`src/refclk_pkg.sv`:
```
// Package for the reference clock source, trim and clock status block.
// Assumes a 32-bit APB slave on the system clock, one word per register.
package refclk_pkg;

  // ----------------------------------------------------------------
  // Register map (byte addresses)
  // ----------------------------------------------------------------
  localparam logic [7:0] ADDR_REF_CLOCK_CONTROL = 8'h00;
  localparam logic [7:0] ADDR_REF_CLOCK_TRIM = 8'h04;
  localparam logic [7:0] ADDR_CLOCK_READY_STATUS = 8'h08;
  localparam logic [7:0] ADDR_FAST_RC_TUNING = 8'h0C;
  localparam logic [7:0] ADDR_UNLOCK = 8'h10;
  localparam logic [7:0] ADDR_IRQ_STATUS = 8'h14;
  localparam logic [7:0] ADDR_IRQ_MASK = 8'h18;

  // ----------------------------------------------------------------
  // Field positions
  // ----------------------------------------------------------------
  localparam int DIV_LSB = 16;
  localparam int DIV_MSB = 30;
  localparam int ON_BIT = 15;
  localparam int SIDL_BIT = 13;
  localparam int OE_BIT = 12;
  localparam int REF_RUN_IN_SLEEP_BIT = 11;
  localparam int SWREQ_BIT = 9;
  localparam int ACTIVE_BIT = 8;
  localparam int SEL_LSB = 0;
  localparam int SEL_MSB = 3;
  localparam int TRIM_LSB = 23;
  localparam int TRIM_MSB = 31;
  localparam int TUNE_MSB = 5;
  localparam int DIV_W = 15;
  localparam int TRIM_W = 9;
  localparam int TUNE_W = 6;

  // Status bit positions
  localparam int ST_PLL_LOCK = 7;
  localparam int ST_LOWPOWER_RC_OSCILLATOR = 5;
  localparam int ST_SECONDARY_OSCILLATOR = 4;
  localparam int ST_PRIMARY_OSCILLATOR = 2;
  localparam int ST_PDIV = 1;
  localparam int ST_FRC = 0;
  localparam logic [7:0] STATUS_IMPL_MASK = 8'hB7;

  // Unlock sequence keys (arbitrary values)
  localparam logic [31:0] UNLOCK_KEY1 = 32'hAA99_6655;
  localparam logic [31:0] UNLOCK_KEY2 = 32'h5566_99AA;

  localparam logic [TUNE_W-1:0] TUNE_RESET = 6'h00;

  // Interrupt event layout
  localparam int IRQ_SWITCH_DONE = 0;
  localparam int IRQ_READY_CHANGE = 1;
  localparam int IRQ_W = 2;

  // ----------------------------------------------------------------
  // Source selector codes
  // ----------------------------------------------------------------
  typedef enum logic [3:0] {
    SRC_SYS0 = 4'h0,
    SRC_SYS1 = 4'h1,
    SRC_PRIMARY = 4'h2,
    SRC_FAST_RC = 4'h3,
    SRC_LOWPOWER_RC = 4'h4,
    SRC_SECONDARY = 4'h5,
    SRC_PLL = 4'h7,
    SRC_PIN = 4'h9
  } src_sel_t;

  typedef struct packed {
    logic pll_lock_flag;
    logic lowpower_rc_ready;
    logic secondary_osc_ready;
    logic primary_osc_ready;
    logic pll_postscaler_ready;
    logic fast_rc_ready;
  } ready_t;

  typedef struct packed {
    logic system_clock;
    logic primary_oscillator;
    logic fast_rc_oscillator;
    logic lowpower_rc_oscillator;
    logic secondary_oscillator;
    logic pll_output;
    logic ref_clock_input_pin;
  } src_edges_t;

endpackage : refclk_pkg

```
`src/refclk_sync3.sv`:
```
// Three-stage synchroniser for a bundle of asynchronous levels.
// A change is accepted only when the second and third stages agree.
`timescale 1ns/100ps
module refclk_sync3 #(
  parameter int W = 1
) (
  input wire logic clk, // System clock
  input wire logic rst_n, // Async reset, active low
  input wire logic [W-1:0] d, // Asynchronous levels
  output logic [W-1:0] q // Filtered levels
);
  logic [W-1:0] s1_r;
  logic [W-1:0] s2_r;
  logic [W-1:0] s3_r;

  always_ff @(posedge clk or negedge rst_n) begin
    if (!rst_n) begin
      s1_r <= '0;
      s2_r <= '0;
      s3_r <= '0;
    end else begin
      s1_r <= d;
      s2_r <= s1_r;
      s3_r <= s2_r;
    end
  end

  genvar i;
  generate
    for (i = 0; i < W; i++) begin : g_agree
      always_ff @(posedge clk or negedge rst_n) begin
        if (!rst_n) begin
          q[i] <= 1'b0;
        end else if (s2_r[i] == s3_r[i]) begin
          q[i] <= s3_r[i];
        end
      end
    end
  endgenerate
endmodule : refclk_sync3

```
`src/refclk_divider.sv`:
```
// Fractional divider: source edge pulses in, one output toggle per half period.
// Assumes one-cycle source enables on the system clock; divisor loaded on switch.
`timescale 1ns/100ps
module refclk_divider #(
  parameter int DIV_W = 15,
  parameter int TRIM_W = 9
) (
  input wire logic clk, // System clock
  input wire logic rst_n, // Async reset, active low
  input wire logic run, // Module running
  input wire logic src_tick, // Selected source edge
  input wire logic load, // Take new divisor
  input wire logic [DIV_W-1:0] div_int, // Integer divisor
  input wire logic [TRIM_W-1:0] div_frac, // Fraction in 1/512 units
  output logic clk_out, // Divided reference level
  output logic loaded // High the cycle after each load cycle: divisor taken
);
  logic [DIV_W-1:0] int_r;
  logic [TRIM_W-1:0] frac_r;
  logic [TRIM_W-1:0] acc_r;
  logic [DIV_W:0] cnt_r;
  logic [TRIM_W:0] acc_sum;
  logic [DIV_W:0] limit;
  logic [DIV_W:0] cnt_inc;

  // Carry out of the fraction accumulator stretches one half period
  assign acc_sum = {1'b0, acc_r} + {1'b0, frac_r};
  assign limit = {1'b0, int_r} + {{DIV_W{1'b0}}, acc_sum[TRIM_W]};
  assign cnt_inc = cnt_r + {{DIV_W{1'b0}}, 1'b1};

  always_ff @(posedge clk or negedge rst_n) begin
    if (!rst_n) begin
      int_r <= '0;
      frac_r <= '0;
      loaded <= 1'b0;
    end else begin
      loaded <= load;
      if (load) begin
        int_r <= div_int;
        frac_r <= (div_int == '0) ? '0 : div_frac;
      end
    end
  end

  always_ff @(posedge clk or negedge rst_n) begin
    if (!rst_n) begin
      cnt_r <= '0;
      acc_r <= '0;
      clk_out <= 1'b0;
    end else if (!run || load) begin
      cnt_r <= '0;
      acc_r <= '0;
      clk_out <= 1'b0;
    end else if (src_tick) begin
      if (int_r == '0) begin
        clk_out <= ~clk_out;
      end else if (cnt_inc >= limit) begin
        cnt_r <= '0;
        acc_r <= acc_sum[TRIM_W-1:0];
        clk_out <= ~clk_out;
      end else begin
        cnt_r <= cnt_inc;
      end
    end
  end
endmodule : refclk_divider

```
`src/refclk_top.sv`:
```
// Reference clock source select, fractional trim, ready status and RC tuning.
// Assumes an APB master on SYS_CLK; sources arrive as level clocks from pins.
`timescale 1ns/100ps

module refclk_top (
  input wire logic SYS_CLK, // System clock, 10 MHz
  input wire logic RESET_N, // Async reset, active low
  input wire logic PSEL, // APB select
  input wire logic PENABLE, // APB enable
  input wire logic PWRITE, // APB write
  input wire logic [7:0] PADDR, // APB byte address
  input wire logic [31:0] PWDATA, // APB write data
  output logic [31:0] PRDATA, // APB read data
  output logic PREADY, // APB ready
  output logic PSLVERR, // APB error
  input wire logic SLEEP_REQ, // Device in sleep
  input wire logic IDLE_REQ, // Device in idle
  input wire logic [6:0] SRC_CLK_IN, // Source clocks, asynchronous
  input wire logic [5:0] READY_IN, // Oscillator ready levels, asynchronous
  output logic REF_CLK_OUT, // Reference clock output
  output logic REF_CLK_OE, // Reference pin output enable
  output logic [5:0] FAST_RC_TUNE, // Tuning code to the fast RC
  output logic IRQ // Interrupt, level
);
  // ----------------------------------------------------------------
  // Synchronised inputs
  // ----------------------------------------------------------------
  logic [6:0] src_lvl;
  logic [6:0] src_prev_r;
  logic [5:0] rdy_lvl;
  refclk_pkg::src_edges_t src_rise;
  refclk_pkg::ready_t rdy;

  refclk_sync3 #(.W(7)) u_src_sync (
    .clk(SYS_CLK),
    .rst_n(RESET_N),
    .d(SRC_CLK_IN),
    .q(src_lvl)
  );

  refclk_sync3 #(.W(6)) u_rdy_sync (
    .clk(SYS_CLK),
    .rst_n(RESET_N),
    .d(READY_IN),
    .q(rdy_lvl)
  );

  always_ff @(posedge SYS_CLK or negedge RESET_N) begin
    if (!RESET_N) begin
      src_prev_r <= '0;
    end else begin
      src_prev_r <= src_lvl;
    end
  end

  // Bit 6 is the system clock itself: every cycle is a tick
  assign src_rise = {1'b1, src_lvl[5:0] & ~src_prev_r[5:0]};
  assign rdy = rdy_lvl;

  // ----------------------------------------------------------------
  // Register state
  // ----------------------------------------------------------------
  logic [refclk_pkg::DIV_W-1:0] div_r;
  logic on_r;
  logic sidl_r;
  logic oe_r;
  logic ref_run_in_sleep_r;
  logic swreq_r;
  logic active_r;
  logic [3:0] sel_r;
  logic [refclk_pkg::TRIM_W-1:0] trim_r;
  logic [refclk_pkg::TUNE_W-1:0] tune_r;
  logic [7:0] status_r;
  logic [7:0] status_prev_r;
  logic [1:0] unlock_r;
  logic [refclk_pkg::IRQ_W-1:0] irq_stat_r;
  logic [refclk_pkg::IRQ_W-1:0] irq_mask_r;
  logic [refclk_pkg::IRQ_W-1:0] irq_evt;
  logic wr_en;
  logic rd_en;
  logic div_loaded;
  logic div_clk;
  logic run;
  logic src_tick;
  logic [31:0] rd_nxt;

  // Single-cycle access phase, no wait states
  assign wr_en = PSEL && PENABLE && PWRITE;
  assign rd_en = PSEL && PENABLE && !PWRITE;

  function automatic logic addr_known(input logic [7:0] a);
    addr_known = (a == refclk_pkg::ADDR_REF_CLOCK_CONTROL) ||
                 (a == refclk_pkg::ADDR_REF_CLOCK_TRIM) ||
                 (a == refclk_pkg::ADDR_CLOCK_READY_STATUS) ||
                 (a == refclk_pkg::ADDR_FAST_RC_TUNING) ||
                 (a == refclk_pkg::ADDR_UNLOCK) ||
                 (a == refclk_pkg::ADDR_IRQ_STATUS) ||
                 (a == refclk_pkg::ADDR_IRQ_MASK);
  endfunction : addr_known

  // ----------------------------------------------------------------
  // Control register
  // ----------------------------------------------------------------
  always_ff @(posedge SYS_CLK or negedge RESET_N) begin
    if (!RESET_N) begin
      div_r <= '0;
      on_r <= 1'b0;
      sidl_r <= 1'b0;
      oe_r <= 1'b0;
      ref_run_in_sleep_r <= 1'b0;
      sel_r <= refclk_pkg::SRC_SYS0;
    end else if (wr_en && PADDR == refclk_pkg::ADDR_REF_CLOCK_CONTROL) begin
      // Writes while enable and request differ are the caller's fault
      div_r <= PWDATA[refclk_pkg::DIV_MSB:refclk_pkg::DIV_LSB];
      on_r <= PWDATA[refclk_pkg::ON_BIT];
      sidl_r <= PWDATA[refclk_pkg::SIDL_BIT];
      oe_r <= PWDATA[refclk_pkg::OE_BIT];
      ref_run_in_sleep_r <= PWDATA[refclk_pkg::REF_RUN_IN_SLEEP_BIT];
      sel_r <= PWDATA[refclk_pkg::SEL_MSB:refclk_pkg::SEL_LSB];
    end
  end

  // Switch request: set by software, cleared once the divider took it
  always_ff @(posedge SYS_CLK or negedge RESET_N) begin
    if (!RESET_N) begin
      swreq_r <= 1'b0;
    end else if (wr_en && PADDR == refclk_pkg::ADDR_REF_CLOCK_CONTROL &&
                 PWDATA[refclk_pkg::SWREQ_BIT]) begin
      swreq_r <= 1'b1;
    end else if (div_loaded) begin
      swreq_r <= 1'b0;
    end
  end

  // ----------------------------------------------------------------
  // Trim and tuning
  // ----------------------------------------------------------------
  always_ff @(posedge SYS_CLK or negedge RESET_N) begin
    if (!RESET_N) begin
      trim_r <= '0;
    end else if (wr_en && PADDR == refclk_pkg::ADDR_REF_CLOCK_TRIM) begin
      trim_r <= PWDATA[refclk_pkg::TRIM_MSB:refclk_pkg::TRIM_LSB];
    end
  end

  // Unlock: key1 then key2; any other bus write in between breaks it
  always_ff @(posedge SYS_CLK or negedge RESET_N) begin
    if (!RESET_N) begin
      unlock_r <= 2'h0;
    end else if (wr_en) begin
      if (PADDR == refclk_pkg::ADDR_UNLOCK && PWDATA == refclk_pkg::UNLOCK_KEY1) begin
        unlock_r <= 2'h1;
      end else if (PADDR == refclk_pkg::ADDR_UNLOCK && unlock_r == 2'h1 &&
                   PWDATA == refclk_pkg::UNLOCK_KEY2) begin
        unlock_r <= 2'h2;
      end else if (PADDR == refclk_pkg::ADDR_FAST_RC_TUNING) begin
        unlock_r <= 2'h0;
      end else if (unlock_r != 2'h2) begin
        unlock_r <= 2'h0;
      end
    end
  end

  always_ff @(posedge SYS_CLK or negedge RESET_N) begin
    if (!RESET_N) begin
      tune_r <= refclk_pkg::TUNE_RESET;
    end else if (wr_en && PADDR == refclk_pkg::ADDR_FAST_RC_TUNING && unlock_r == 2'h2) begin
      tune_r <= PWDATA[refclk_pkg::TUNE_MSB:0];
    end
  end

  // Two's complement code goes straight to the oscillator trim DAC
  always_ff @(posedge SYS_CLK or negedge RESET_N) begin
    if (!RESET_N) begin
      FAST_RC_TUNE <= refclk_pkg::TUNE_RESET;
    end else begin
      FAST_RC_TUNE <= tune_r;
    end
  end

  // ----------------------------------------------------------------
  // Status
  // ----------------------------------------------------------------
  always_ff @(posedge SYS_CLK or negedge RESET_N) begin
    if (!RESET_N) begin
      status_r <= 8'h00;
      status_prev_r <= 8'h00;
    end else begin
      status_prev_r <= status_r;
      status_r <= 8'h00;
      status_r[refclk_pkg::ST_PLL_LOCK] <= rdy.pll_lock_flag;
      status_r[refclk_pkg::ST_LOWPOWER_RC_OSCILLATOR] <= rdy.lowpower_rc_ready;
      status_r[refclk_pkg::ST_SECONDARY_OSCILLATOR] <= rdy.secondary_osc_ready;
      status_r[refclk_pkg::ST_PRIMARY_OSCILLATOR] <= rdy.primary_osc_ready;
      status_r[refclk_pkg::ST_PDIV] <= rdy.pll_postscaler_ready;
      status_r[refclk_pkg::ST_FRC] <= rdy.fast_rc_ready;
    end
  end

  // ----------------------------------------------------------------
  // Source select and divider
  // ----------------------------------------------------------------
  always_comb begin
    case (sel_r)
      refclk_pkg::SRC_SYS0: src_tick = src_rise.system_clock;
      refclk_pkg::SRC_SYS1: src_tick = src_rise.system_clock;
      refclk_pkg::SRC_PRIMARY: src_tick = src_rise.primary_oscillator;
      refclk_pkg::SRC_FAST_RC: src_tick = src_rise.fast_rc_oscillator;
      refclk_pkg::SRC_LOWPOWER_RC: src_tick = src_rise.lowpower_rc_oscillator;
      refclk_pkg::SRC_SECONDARY: src_tick = src_rise.secondary_oscillator;
      refclk_pkg::SRC_PLL: src_tick = src_rise.pll_output;
      refclk_pkg::SRC_PIN: src_tick = src_rise.ref_clock_input_pin;
      default: src_tick = 1'b0; // Reserved codes give no clock
    endcase
  end

  // Sleep stops the output unless run-in-sleep applies; ignored for code 0000
  assign run = on_r && !(IDLE_REQ && sidl_r) &&
               !(SLEEP_REQ && !(ref_run_in_sleep_r && sel_r != refclk_pkg::SRC_SYS0));

  // Request status follows enable one cycle later
  always_ff @(posedge SYS_CLK or negedge RESET_N) begin
    if (!RESET_N) begin
      active_r <= 1'b0;
    end else begin
      active_r <= on_r;
    end
  end

  // Load when idle, or on an explicit switch request while enabled
  refclk_divider #(
    .DIV_W(refclk_pkg::DIV_W),
    .TRIM_W(refclk_pkg::TRIM_W)
  ) u_div (
    .clk(SYS_CLK),
    .rst_n(RESET_N),
    .run(run),
    .src_tick(src_tick),
    .load(swreq_r || !on_r),
    .div_int(div_r),
    .div_frac(trim_r),
    .clk_out(div_clk),
    .loaded(div_loaded)
  );

  always_ff @(posedge SYS_CLK or negedge RESET_N) begin
    if (!RESET_N) begin
      REF_CLK_OUT <= 1'b0;
      REF_CLK_OE <= 1'b0;
    end else begin
      REF_CLK_OUT <= div_clk && oe_r;
      REF_CLK_OE <= oe_r && on_r;
    end
  end

  // ----------------------------------------------------------------
  // Interrupts
  // ----------------------------------------------------------------
  assign irq_evt = {(status_r != status_prev_r), (div_loaded && on_r)};

  // Set wins over a write-one-to-clear in the same cycle
  always_ff @(posedge SYS_CLK or negedge RESET_N) begin
    if (!RESET_N) begin
      irq_stat_r <= '0;
    end else if (wr_en && PADDR == refclk_pkg::ADDR_IRQ_STATUS) begin
      irq_stat_r <= (irq_stat_r & ~PWDATA[refclk_pkg::IRQ_W-1:0]) | irq_evt;
    end else begin
      irq_stat_r <= irq_stat_r | irq_evt;
    end
  end

  always_ff @(posedge SYS_CLK or negedge RESET_N) begin
    if (!RESET_N) begin
      irq_mask_r <= '0;
    end else if (wr_en && PADDR == refclk_pkg::ADDR_IRQ_MASK) begin
      irq_mask_r <= PWDATA[refclk_pkg::IRQ_W-1:0];
    end
  end

  always_ff @(posedge SYS_CLK or negedge RESET_N) begin
    if (!RESET_N) begin
      IRQ <= 1'b0;
    end else begin
      IRQ <= |(irq_stat_r & irq_mask_r);
    end
  end

  // ----------------------------------------------------------------
  // APB read path
  // ----------------------------------------------------------------
  always_comb begin
    rd_nxt = 32'h0000_0000;
    case (PADDR)
      refclk_pkg::ADDR_REF_CLOCK_CONTROL: begin
        rd_nxt[refclk_pkg::DIV_MSB:refclk_pkg::DIV_LSB] = div_r;
        rd_nxt[refclk_pkg::ON_BIT] = on_r;
        rd_nxt[refclk_pkg::SIDL_BIT] = sidl_r;
        rd_nxt[refclk_pkg::OE_BIT] = oe_r;
        rd_nxt[refclk_pkg::REF_RUN_IN_SLEEP_BIT] = ref_run_in_sleep_r;
        rd_nxt[refclk_pkg::SWREQ_BIT] = swreq_r;
        rd_nxt[refclk_pkg::ACTIVE_BIT] = active_r;
        rd_nxt[refclk_pkg::SEL_MSB:refclk_pkg::SEL_LSB] = sel_r;
      end
      refclk_pkg::ADDR_REF_CLOCK_TRIM: begin
        rd_nxt[refclk_pkg::TRIM_MSB:refclk_pkg::TRIM_LSB] = trim_r;
      end
      refclk_pkg::ADDR_CLOCK_READY_STATUS: begin
        rd_nxt[7:0] = status_r & refclk_pkg::STATUS_IMPL_MASK;
      end
      refclk_pkg::ADDR_FAST_RC_TUNING: begin
        rd_nxt[refclk_pkg::TUNE_MSB:0] = tune_r;
      end
      refclk_pkg::ADDR_IRQ_STATUS: begin
        rd_nxt[refclk_pkg::IRQ_W-1:0] = irq_stat_r;
      end
      refclk_pkg::ADDR_IRQ_MASK: begin
        rd_nxt[refclk_pkg::IRQ_W-1:0] = irq_mask_r;
      end
      default: rd_nxt = 32'h0000_0000;
    endcase
  end

  // Answer registered in the setup cycle so PREADY can come from a flop
  always_ff @(posedge SYS_CLK or negedge RESET_N) begin
    if (!RESET_N) begin
      PRDATA <= 32'h0000_0000;
      PREADY <= 1'b0;
      PSLVERR <= 1'b0;
    end else begin
      PREADY <= PSEL && !PENABLE;
      PSLVERR <= PSEL && !PENABLE && !addr_known(PADDR);
      if (PSEL && !PENABLE && !PWRITE) begin
        PRDATA <= rd_nxt;
      end
    end
  end
endmodule : refclk_top

```
`config.mk`:
```
export PLATFORM = sky130hd
export DESIGN_NAME = refclk_top
export DESIGN_NICKNAME = d
export VERILOG_FILES = /design/src/refclk_pkg.sv /design/src/refclk_sync3.sv /design/src/refclk_divider.sv /design/src/refclk_top.sv
export SDC_FILE = /design/constraint.sdc
export NUM_CORES = 1
export LEC_CHECK = 0
export BUFFER_PORTS_ARGS = -buffer_cell sky130_fd_sc_hd__buf_2
export CORE_AREA = 2 2 175 177
export DETAILED_ROUTE_END_ITERATION = 7
export DIE_AREA = 0 0 177 179
export GPL_TIMING_DRIVEN = 0
export PLACE_DENSITY_LB_ADDON = 0.08
export SLEW_MARGIN = 5
export SYNTH_ARGS = -nofsm -noshare
export SYNTH_HDL_FRONTEND = slang
export SYNTH_SLANG_ARGS = --single-unit
```
`constraint.sdc`:
```
create_clock -name SYS_CLK -period 4.8 [get_ports SYS_CLK]
set_clock_uncertainty 0.1 [all_clocks]
set_input_delay 0.24 -clock SYS_CLK [delete_from_list [all_inputs] [get_ports SYS_CLK]]
set_output_delay 0.24 -clock SYS_CLK [all_outputs]
set_load 0.05 [all_outputs]
```
==> results by group <==
Run status
  • Status: completed

STA
  • Fin. max-slew vios: 0
  • Final setup vio count: 0
  • FMAX: 0.2221 GHz
  • Setup slack after layout: 298.1 ps
  • Fin crit share: 93.79%
  • Final hold vios: 0
  • Worst slew pin tran: 1304 ps
  • Rel. slew slack: 10.81%
  • Final min period: 4502 ps
  • Setup TNS: 0 ps

Worst hold path
  • Hold EP: PSLVERR
  • Worst Hold Path Cells: 4
  • Hold Path Class: input pin to flop
  • Min-delay src: PADDR[0]

Setup path
  • Crit-path slowest cell: dfrtp_1
  • WP data required: 5110 ps
  • Largest fanout on the critical path: 8
  • R2r setup slk: 300 ps
  • Crit end category: flop
  • Startpoint type of the worst setup path: flop
  • Crit-path max cell delay: 400 ps
  • Worst r2r path cells: 20
  • Crit Path Class: flop to flop
  • CP Buf/Inv Count: 1
  • Worst flop-to-flop path startpoint: u_div.frac_r[1]
  • CP delay by family, top: compound AO/OA/AOI/OAI gates
  • Worst path arrival time: 4820 ps
  • Worst path cell trace: ha_1 > a21oi_2 > o211ai_1 > o41ai_2 > nor2b_1 > o21ai_1 > nand2b_1 > ha_2 > ha_2 > nand2_1 > nor2_1 > xnor2_1 > ha_1 > and4_1 > a221oi_1 > o21ai_1 > a2111oi_4 > buf_6 > a21oi_2 > mux2_2
  • Reg2reg end: u_div.acc_r[3]

Placed design
  • Hpwl dp: 17130 µm
  • IO buf count: 98
  • RePlAce Congestion: 0.7703
  • Setup WS pre-CTS: -361.3 ps

Finish
  • Number of diodes: 0
  • Fraction of layout cells with a size suffix above 1: 24.65%
  • Commonest non-fill, non-tap cell in the layout: dfrtp_1
  • # fillers: 2981
  • Final net count: 1012
  • Most frequent cells in the layout: dfrtp_1, buf_2, nand2_1
  • Area grow syn2layout: 27.68%

CTS
  • CTS tree: yes
  • CTS clk-pin slew, worst paths: 60 ps
  • Skew-Pair Late Insertion Delay: 530 ps
  • Maximum root-to-sink buffer count: 3
  • CTS Buf Count: 25
  • H-tree depth: 1
  • Root buffer cell: clkbuf_16
  • CTS sink cnt: 203

Logic synthesis
  • Post-Synth XOR/XNOR Area: 3.573%
  • Number of synthesis warnings: 0
  • Post-Syn Area: 8825 µm²
  • Fraction of the yosys area taken by sequential cells: 57.56%
  • Syn Area/Cell: 11.85 µm²
  • Syn Inst Count: 745
  • Adder-Cell Fraction of Synth Area: 5.558%
  • Largest family of logic cells by synthesized area: simple AND/OR/NAND/NOR gates
  • Post-synth EDFFs: 0
  • Post-synth ARST share: 100.0%
  • Netlist cell types: 55
  • Main flop type after synthesis: dfrtp_1
  • Synth Area in Compound Gates: 7.982%
  • Simple-Gate Fraction of Synth Area: 14.56%
  • FF+latch count, synth: 203
  • Post-synthesis mux area share: 8.606%

Power and ir drop
  • Clock Power Share: 49.1%
  • Flop pwr share: 45.5%
  • Pwr dens: 352.0 nW/µm²
  • Sw power: 0.9298 mW
  • Maximum VDD drop: 268.3 µV
  • Leakage: 5.236 nW
  • Internal power: 3.036 mW
  • Combinational share of power: 5.4%
  • Switch share: 23.45%

GRT
  • Met1 Usage GRT: 19.81%
  • Grt ovf: 0
  • Met3 usage: 2.778%
  • Global-route wire length before repair: 36960 µm
  • Number of global-route vias before repair: 6353
  • Met2 Use GR: 26.13%
  • Grt peak-use layer: met2
  • Initial antenna violation count: 2
  • Gr usage total: 15.13%
  • Largest net degree at the start of global routing: 75

Drt
  • Post-DRT Antenna Nets: 0
  • Drt pass-1 iters: 5
  • Wire per inst: 17.60 µm
  • Drt drc: 0
  • DR iter-0 viols: 304
  • Drt via density: 4.702
  • Drt total wl: 23530 µm
  • Routed vias: 6286

Die
  • Die area: 31680 µm²
  • Row count: 64
  • Die Width: 177 µm
  • Top Ports: 103
  • Starting Density: 29.39%
  • Core area: 30030 µm²
  • Chip height: 179 µm

Run
  • Max-Cap Viols: 0
-- worst max-delay path by stage --
stage                    start              to  cells after the start
3_3_place_gp    u_div.acc_r[1]  u_div.acc_r[2]                     19
3_5_place_dp    u_div.acc_r[1]  u_div.acc_r[5]                     19
6_report       u_div.frac_r[1]  u_div.acc_r[3]                     20
4_1_cts         u_div.acc_r[1]  u_div.acc_r[3]                     20
5_1_grt        u_div.frac_r[4]  u_div.cnt_r[5]                     21
2_1_floorplan   u_div.acc_r[1]  u_div.acc_r[2]                     19
-- final cells by class --
cell class              count  area [µm²]  area share, %
flip-flops and latches    203        5080          45.09
multi-input cells         501        3618          32.12
repair buffers            148        1027          9.117
clock buffers              27       633.1          5.619
well taps                 396       495.5          4.398
clock inverters            18       220.2          1.954
plain buffers              28       132.6          1.177
inverters                  16       60.06         0.5330
-- worst reg2reg max path: stages (launching register included) --
cell	delay (ps)
dfrtp_1	400
ha_1	290
a21oi_2	150
o211ai_1	130
o41ai_2	350
nor2b_1	90
o21ai_1	140
nand2b_1	120
ha_2	210
ha_2	210
nand2_1	100
nor2_1	60
xnor2_1	200
ha_1	290
and4_1	220
a221oi_1	220
o21ai_1	170
a2111oi_4	330
buf_6	190
a21oi_2	110
mux2_2	310
-- power groups by stage --
stage          sequential (mW)  clock (mW)  combinational [mW]
2_1_floorplan             1.83           0              0.0728
3_3_place_gp              1.83           0               0.187
3_5_place_dp              1.84           0               0.193
4_1_cts                   1.80        2.02               0.221
5_1_grt                   1.81        2.09               0.238
6_report                  1.80        1.95               0.215
-- per-layer routing --
layer | vias up | wire (µm)
met4 | 4 | 319
met2 | 130 | 11550
met1 | 3061 | 10480
li1 | 3062 | -
met3 | 29 | 1153
met5 | - | 27
-- synth_stat cells, drive strengths merged (2+ instances only) --
cell | count | share of area (%)
dfrtp | 203 | 58
nand2 | 85 | 3.6
mux2 | 63 | 8.0
nand3 | 41 | 2.3
nor2 | 30 | 1.3
ha | 28 | 4.0
o21ai | 27 | 1.5
nand4 | 25 | 1.8
clkbuf | 19 | 0.81
xnor2 | 19 | 1.9
xor2 | 17 | 1.7
inv | 16 | 0.68
a22oi | 14 | 1.2
maj3 | 12 | 1.4
a22o | 11 | 1.1
nor4bb | 11 | 1.2
a21oi | 10 | 0.61
a31oi | 10 | 0.71
nor3 | 10 | 0.57
nor4 | 10 | 0.71
buf | 9 | 0.62
nor2b | 7 | 0.50
a21o | 6 | 0.51
and3 | 6 | 0.43
nand2b | 6 | 0.43
and2 | 5 | 0.35
mux2i | 5 | 0.57
o22ai | 4 | 0.28
a2111oi | 3 | 0.51
and4 | 3 | 0.30
o211ai | 3 | 0.26
a221o | 2 | 0.23
a222oi | 2 | 0.23
nand3b | 2 | 0.17
nand4b | 2 | 0.20
nor4b | 2 | 0.20
o31ai | 2 | 0.17
o41ai | 2 | 0.20
or2 | 2 | 0.14
or3 | 2 | 0.14
-- metrics by stage --
step	hold slack, ps	utilization (%)	area [µm²]	cells	power [mW]
2_1_floorplan	-155.6	-	8832	747	1.907
3_3_place_gp	231.7	32.70	9818	1241	2.021
3_5_place_dp	122.6	32.91	9883	1243	2.028
4_1_cts	11.87	37.36	11220	1333	4.044
5_1_grt	60.71	37.52	11270	1337	4.139
6_report	40.35	37.52	11270	1337	3.966
-- sequential cells by signal (all words and copies together) (netlist names), 9 cells and up --
signal,cells
trim_r,9
u_div.frac_r,9
u_div.acc_r,9
PRDATA,29
u_div.cnt_r,16
u_div.int_r,15
div_r,15
-- what timing repair did --
| action | CTS | global route |
|---|---|---|
| hold buffers | 43 | 0 |
| resized for setup | 10 | 3 |
| buffers inserted | 1 | 4 |
| gates cloned | 1 | 0 |
| setup endpoints to repair | 26 | 26 |
| pin swaps | 5 | 5 |
| endpoints found under the hold margin | 118 | 0 |
-- cells by family after synthesis --
family,Yosys count
xor+xnor,36
compound gates,101
other cells,1
simple gates,251
buf+inv,44
fa+ha+maj,41
flops,203
mux,68
Power figures use the tool's default switching activity.
